==> src/pkg/irq_pkg.sv <==
// Constants for the two level vectored interrupt controller.
// Assumes a single core clock domain; no bus, all controls are ports.
`default_nettype none
package irq_pkg;
   localparam int          NUM_SRC        = 7;
   localparam int          SRC_W          = 3;
   // Source positions in polling order, highest first
   localparam logic [2:0]  SRC_PIN0       = 3'h0;
   localparam logic [2:0]  SRC_TMR0       = 3'h1;
   localparam logic [2:0]  SRC_PIN1       = 3'h2;
   localparam logic [2:0]  SRC_TMR1       = 3'h3;
   localparam logic [2:0]  SRC_CAPT       = 3'h4;
   localparam logic [2:0]  SRC_SBUS       = 3'h5;
   localparam logic [2:0]  SRC_BLANK      = 3'h6;
   // Mask register field positions
   localparam int          GLOBAL_EN_BIT  = 7;
   // Vector layout
   localparam logic [15:0] VECTOR_BASE    = 16'h0003;
   localparam logic [15:0] VECTOR_STEP    = 16'h0008;
   // Reset values
   localparam logic [7:0]  MASK_RESET     = 8'h00;
   localparam logic [6:0]  PRIO_RESET     = 7'h00;
   localparam logic [1:0]  TRIG_RESET     = 2'h0;
   localparam logic [1:0]  INSERVICE_RST  = 2'h0;
   localparam logic [15:0] VECTOR_RESET   = 16'h0000;
   typedef enum logic [1:0] {
      ST_IDLE = 2'b01,
      ST_CALL = 2'b10
   } dispatch_e;
endpackage
`default_nettype wire

==> src/rtl/two_level_vectored_irq.sv <==
// Two level vectored interrupt controller with seven sources.
// Assumes the core acknowledges a long call and pulses a return strobe.
`timescale 1ns/1ps
`default_nettype none
module two_level_vectored_irq (
   input  wire logic        clk_sys,
   input  wire logic        rst,
   input  wire logic        ext_input_zero,
   input  wire logic        ext_input_one,
   input  wire logic        timer_zero_irq,
   input  wire logic        timer_one_irq,
   input  wire logic        serial_bus_irq,
   input  wire logic        caption_mode,
   input  wire logic        caption_line_end,
   input  wire logic        hblank_entry,
   input  wire logic        vblank_entry,
   input  wire logic        busy_irq_mode_bit,
   input  wire logic [7:0]  irq_mask_register,
   input  wire logic [6:0]  priority_select_register,
   input  wire logic [1:0]  timer_control_register,
   input  wire logic        call_ack,
   input  wire logic        reti,
   output logic             long_call,
   output logic [15:0]      vector_addr,
   output logic [2:0]       granted_src,
   output logic [1:0]       in_service,
   output logic [6:0]       pending
);
   logic        pin0_lvl;
   logic        pin0_fall;
   logic        pin1_lvl;
   logic        pin1_fall;
   logic        pin1_rise;
   logic [6:0]  next_pending;
   logic [6:0]  raw_event;
   logic [6:0]  eligible;
   logic [6:0]  hi_req;
   logic [6:0]  lo_req;
   logic        pick_valid;
   logic [2:0]  pick_src;
   logic        pick_high;
   logic [1:0]  next_in_service;
   logic        next_long_call;
   logic [15:0] next_vector_addr;
   logic [2:0]  next_granted_src;
   logic        global_en;
   irq_pkg::dispatch_e state;
   irq_pkg::dispatch_e next_state;

   //////////////////////////////////////////////////////////////////////////////
   // Pin front ends
   irq_edge_sync sync_zero (
      .clk_sys (clk_sys),
      .rst     (rst),
      .pin     (ext_input_zero),
      .level   (pin0_lvl),
      .fall    (pin0_fall),
      .rise    ()
   );

   irq_edge_sync sync_one (
      .clk_sys (clk_sys),
      .rst     (rst),
      .pin     (ext_input_one),
      .level   (pin1_lvl),
      .fall    (pin1_fall),
      .rise    (pin1_rise)
   );

   // Vector for a source index, used by dispatch only
   function automatic logic [15:0] vector_of(input logic [2:0] src);
      vector_of = irq_pkg::VECTOR_BASE + irq_pkg::VECTOR_STEP * {13'h0000, src};
   endfunction

   // Lowest index set bit wins, matching the polling order
   function automatic logic [2:0] first_set(input logic [6:0] req);
      first_set = 3'h0;
      for (int i = irq_pkg::NUM_SRC - 1; i >= 0; i--) begin
         if (req[i]) begin
            first_set = 3'(i);
         end
      end
   endfunction

   //////////////////////////////////////////////////////////////////////////////
   // Request sources
   always_comb begin
      raw_event = 7'h00;
      raw_event[irq_pkg::SRC_PIN0] = timer_control_register[0] ? pin0_fall
                                                               : 1'b0;
      raw_event[irq_pkg::SRC_TMR0] = timer_zero_irq;
      raw_event[irq_pkg::SRC_PIN1] = timer_control_register[1]
                                     ? (pin1_fall | pin1_rise) : 1'b0;
      raw_event[irq_pkg::SRC_TMR1] = timer_one_irq;
      raw_event[irq_pkg::SRC_CAPT] = caption_mode & caption_line_end;
      raw_event[irq_pkg::SRC_SBUS] = serial_bus_irq;
      raw_event[irq_pkg::SRC_BLANK] = busy_irq_mode_bit ? vblank_entry
                                                        : hblank_entry;
   end

   // Pending flags: events set, the granted call clears; set wins
   always_comb begin
      next_pending = pending;
      if (state == irq_pkg::ST_CALL && call_ack) begin
         next_pending[granted_src] = 1'b0;
      end
      next_pending = next_pending | raw_event;
      // Level mode follows the pin directly, so it is not sticky
      next_pending[irq_pkg::SRC_PIN0] = timer_control_register[0]
         ? next_pending[irq_pkg::SRC_PIN0] : ~pin0_lvl;
      next_pending[irq_pkg::SRC_PIN1] = timer_control_register[1]
         ? next_pending[irq_pkg::SRC_PIN1] : ~pin1_lvl;
   end

   //////////////////////////////////////////////////////////////////////////////
   // Arbitration
   always_comb begin
      global_en = irq_mask_register[irq_pkg::GLOBAL_EN_BIT];
      eligible  = global_en ? (pending & irq_mask_register[6:0]) : 7'h00;
      hi_req    = eligible & priority_select_register;
      lo_req    = eligible & ~priority_select_register;
      pick_valid = 1'b0;
      pick_src   = 3'h0;
      pick_high  = 1'b0;
      if (hi_req != 7'h00 && !in_service[1]) begin
         pick_valid = 1'b1;
         pick_src   = first_set(hi_req);
         pick_high  = 1'b1;
      end else if (lo_req != 7'h00 && in_service == 2'h0) begin
         pick_valid = 1'b1;
         pick_src   = first_set(lo_req);
      end
   end

   //////////////////////////////////////////////////////////////////////////////
   // Dispatch: hold the call request until the core acknowledges it
   always_comb begin
      next_state       = state;
      next_long_call   = long_call;
      next_vector_addr = vector_addr;
      next_granted_src = granted_src;
      next_in_service  = in_service;
      if (reti) begin
         // Release the highest level in service
         if (in_service[1]) begin
            next_in_service[1] = 1'b0;
         end else begin
            next_in_service[0] = 1'b0;
         end
      end
      case (state)
         irq_pkg::ST_IDLE: begin
            if (pick_valid && !reti) begin
               next_state       = irq_pkg::ST_CALL;
               next_long_call   = 1'b1;
               next_vector_addr = vector_of(pick_src);
               next_granted_src = pick_src;
               next_in_service[pick_high] = 1'b1;
            end
         end
         irq_pkg::ST_CALL: begin
            if (call_ack) begin
               next_state     = irq_pkg::ST_IDLE;
               next_long_call = 1'b0;
            end
         end
         default: begin
            next_state     = irq_pkg::ST_IDLE;
            next_long_call = 1'b0;
         end
      endcase
   end

   always_ff @(posedge clk_sys) begin
      if (rst) begin
         state       <= irq_pkg::ST_IDLE;
         long_call   <= 1'b0;
         vector_addr <= irq_pkg::VECTOR_RESET;
         granted_src <= 3'h0;
         in_service  <= irq_pkg::INSERVICE_RST;
         pending     <= 7'h00;
      end else begin
         state       <= next_state;
         long_call   <= next_long_call;
         vector_addr <= next_vector_addr;
         granted_src <= next_granted_src;
         in_service  <= next_in_service;
         pending     <= next_pending;
      end
   end
endmodule
`default_nettype wire

==> src/rtl/irq_edge_sync.sv <==
// Two flop synchroniser with edge detection for one external pin.
// Assumes an asynchronous pin input and one core clock.
`timescale 1ns/1ps
`default_nettype none
module irq_edge_sync (
   input  wire logic clk_sys,
   input  wire logic rst,
   input  wire logic pin,
   output logic      level,
   output logic      fall,
   output logic      rise
);
   logic meta;
   logic sync;
   logic prev;
   logic next_meta;
   logic next_sync;
   logic next_prev;

   //////////////////////////////////////////////////////////////////////////////
   // Pins idle high so reset to 1 avoids a false falling edge
   always_comb begin
      next_meta = pin;
      next_sync = meta;
      next_prev = sync;
   end

   always_ff @(posedge clk_sys) begin
      if (rst) begin
         meta <= 1'b1;
         sync <= 1'b1;
         prev <= 1'b1;
      end else begin
         meta <= next_meta;
         sync <= next_sync;
         prev <= next_prev;
      end
   end

   assign level = sync;
   assign fall  = prev & ~sync;
   assign rise  = ~prev & sync;
endmodule
`default_nettype wire

==> config.mk <==
export PLATFORM = sky130hd
export DESIGN_NAME = two_level_vectored_irq
export DESIGN_NICKNAME = d
export VERILOG_FILES = /design/src/pkg/irq_pkg.sv /design/src/rtl/two_level_vectored_irq.sv /design/src/rtl/irq_edge_sync.sv
export SDC_FILE = /design/constraint.sdc
export NUM_CORES = 1
export LEC_CHECK = 0
export ABC_AREA = 1
export BUFFER_PORTS_ARGS = -buffer_cell sky130_fd_sc_hd__buf_2
export CAP_MARGIN = 20
export CORE_ASPECT_RATIO = 1.1
export CORE_MARGIN = 3
export CORE_UTILIZATION = 45
export DETAILED_ROUTE_END_ITERATION = 16
export PLACE_DENSITY = 0.82
export SETUP_SLACK_MARGIN = 0.1
export SYNTH_ARGS = -nofsm -noshare
export SYNTH_HDL_FRONTEND = slang
export SYNTH_SLANG_ARGS = --single-unit
==> constraint.sdc <==
create_clock -name clk_sys -period 1.5 [get_ports clk_sys]
set_input_delay 0.3 -clock clk_sys [delete_from_list [all_inputs] [get_ports clk_sys]]
set_output_delay 0.3 -clock clk_sys [all_outputs]
set_load 0.02 [all_outputs]
==> metrics.md <==
| Metric | Value |
|---|---|
| Worst EP arrival | 1520 ps |
| Initial DRC Count | 31 |
| Yosys top cell by area | dfxtp_1 |
| Worst-path cell chain | nand4_1 > nand2_1 > nor2_4 > nand2_4 > nand2_4 > nand2_4 > nand2_4 > nor2_1 > nor2_1 |
| Antenna cells | 0 |
| Final Max Slew Viols | 0 |
| Switching share of power | 33.1% |
| Comb power frac | 27.3% |
| Clk_lat worst skew | 290 ps |
| Clk_skew | 4.02 ps |
| Non-Filler Instances | 253 |
| Nets@finish | 254 |
| First-pass GRT wire length | 4330 um |
| Cts repair resizes | 0 |
| Async SR Flop Fraction | 0% |
| YS warnings | 0 |
| VDD IR max | 0.644 mV |
| Worst path max stage delay | 390 ps |
| Min cycle time layout | 1320 ps |
| Internal power | 818 uW |
| Largest net degree at the start of global routing | 17 |
| RSZ-0062 raised after global routing | true |
| Die footprint | 0.00340 mm^2 |
| P_leak | 0.838 nW |
| Core box area | 0.00254 mm^2 |
| GP Congestion | 0.881 |
| Antenna Nets Post-Route | 0 |
| Sink Count | 21 |
| Sw power | 405 uW |
| Primary FF master, synth | dfxtp_1 |
| Final worst-path cycle share | 88.2% |
| Status | finished, final reports clean |
| Data required, critical path | 1700 ps |
| Most used cell, CP | nand2_4 |
| Max clock buf depth | 2 |
| Die Span Y | 60.8 um |
| EDFF count, synth | 0 |
| Routed vias/inst | 4.97 |
| Crit Path Max Fanout | 8 |
| FILL cells | 256 |
| Register area share after synthesis | 34.2% |
| Design Area, Final | 0.00152 mm^2 |
| Final setup viols | 0 |
| Max Cap Viol | 0 |
| CTS tree | yes |
| I/O Pins | 60 |
| CTS buffer count | 3 |
| Mapped cell area | 0.00123 mm^2 |
| Clock power frac | 20.9% |
| Area contributors post-synth | dfxtp_1, buf_4, nand2_1 |
| Setup bufs post-CTS | 0 |
| Pre-CTS setup slack | -47.0 ps |
| Seq pwr share | 51.7% |
| Starting density of the core | 48.4% |
| Layout Area Growth over Synthesis | 23.8% |
| Fmax achieved | 0.756 GHz |
| CTS H-tree lvls | 1 |
| Drt wl/cell | 11.2 um |
| Layout cell share with drive strength beyond 1 | 36.9% |
| Floorplan row count | 19 |
| Worst setup path class | reg -> reg |
| Pwr dens | 804 mW/mm^2 |
| DRT Pass-1 Iters | 4 |
| Worst Setup Start Kind | register |
| Placed Cells | 249 |
| Critical Path Sink Type | register |
| Synth cell types | 28 |
| Average size of a mapped cell | 7.15 um^2 |
| Vias in the first global route | 1071 |
| Routed WL | 2840 um |
| Hold Vio Cnt, Final | 0 |
| GRT overflow | 0 |
| CTS Root Buffer Type | clkbuf_4 |
| Seq cells post-synth | 21 |
| Drc violations | 0 |
| Initial antenna violation count | 0 |
| Die width | 55.8 um |
| Port Buffer Count | 48 |
| Dpl hpwl | 2350 um |
| CTS hold repair buffers | 0 |
| All-Layer GR Usage | 15.7% |
| Worst path top cell family by delay | simple AND/OR/NAND/NOR gates |
| CP bufs+invs | 0 |
| Slowest library cell on the worst path | dfxtp_1 |
| Fin worst setup slack | 177 ps |
| Synth top area share | 34.2% |
| Hold/Removal Path Class | in -> reg |
| DP Area | 0.00146 mm^2 |
| Fin Hold WS | 182 ps |
| Vias | 1258 |
| Clock transition at path regs | 110 ps |
| Post-synthesis cell count | 172 |
-- path summary, 6_finish.rpt --
check	start	end	slack (ps)	cells past startpoint
max	pending[3]$_SDFF_PP0_	granted_src[0]$_SDFFE_PP0P_	180	9
min	ext_input_one	sync_one.meta$_SDFF_PP1_	180	2
max reg2reg	pending[3]$_SDFF_PP0_	granted_src[0]$_SDFFE_PP0P_	180	9
min reg2reg	sync_zero.meta$_SDFF_PP1_	sync_zero.level$_SDFF_PP1_	420	1
-- final cells by class --
type	count	area, um^2	share of cell area, %
Sequential cell	21	427	28.0
Tap cell	31	38.8	2.55
Timing Repair Buffer	53	278	18.2
Inverter	23	86.3	5.67
Clock buffer	4	26.3	1.73
Multi-Input combinational cell	121	667	43.8
-- worst reg2reg max path: stages, from the launching register on --
cell     delay (ps)
dfxtp_1         390
nand4_1         130
nand2_1         160
nor2_4           60
nand2_4          80
nand2_4          70
nand2_4          70
nand2_4          80
nor2_1          140
nor2_1           50
-- registers in the layout, indices dropped and copies added (netlist names) --
name	count
sync_zero.level	1
sync_one.meta	1
long_call	1
sync_zero.prev	1
vector_addr	1
pending	7
state	1
in_service	2
sync_one.prev	1
sync_one.level	1
sync_zero.meta	1
granted_src	3
-- metrics by stage --
| stage | TNS, ps | utilization (%) | power (mW) |
|---|---|---|---|
| after floorplan | 0 | - | 0.889 |
| after global placement | -64.6 | 57.3 | 0.966 |
| after detailed placement | -166 | 57.3 | 0.972 |
| after CTS | 0 | 58.3 | 1.23 |
| after global routing | 0 | 59.9 | 1.30 |
| final | 0 | 59.9 | 1.22 |
-- power groups by stage --
stage               Combinational (mW)  Sequential, mW  Clock, mW
detailed placement               0.328           0.644          0
floorplan                        0.217           0.672          0
finish                           0.334           0.633      0.256
CTS                              0.329           0.631      0.265
global route                     0.367           0.641      0.290
global placement                 0.323           0.643          0
-- cells in the mapped netlist, types with 2 or more instances --
master,count
dfxtp_1,21
nor2_1,17
o211ai_1,3
nand4_1,11
nand3_1,10
nand2_1,30
a21oi_1,9
nand2_4,4
inv_1,22
nor3_1,2
nand4_2,2
or2_2,5
o21ai_0,6
buf_4,15
a31oi_1,2
-- layout by cell type, fill, tap and decap left out, drive strengths merged --
cell    Yosys  final
nor3        2      2
a31oi       2      2
nand3      10     10
o211ai      3      3
o22ai       1      1
clkbuf      1      4
or2         5      5
nand2      35     35
dfxtp      21     21
o21ai       6      6
xor2        1      1
mux2i       1      1
nand4      13     13
nand3b      1      1
buf        16     53
inv        23     23
a21oi      10     10
nor2       18     18
nor4        1      1
conb        1     11
a21boi      1      1
-- kinds of logic after synthesis --
logic type,share of synthesized area (%)
buffers and inverters,17.4
muxes,0.814
xor gates and xnor gates,0.712
other,0.305
DFF,34.2
AOI/OAI and AO/OA,11.4
and+or+nand+nor,35.2
-- layer usage --
metal / routed length (um) / track usage (%) / vias to the layer above
li1: - / - / 641
met1: 1170 / 18.6 / 567
met2: 1450 / 29.4 / 44
met3: 159 / 2.34 / 6
met4: 56 / 5.76 / 0
met5: 0 / 0 / -
Power figures use the tool's default switching activity.
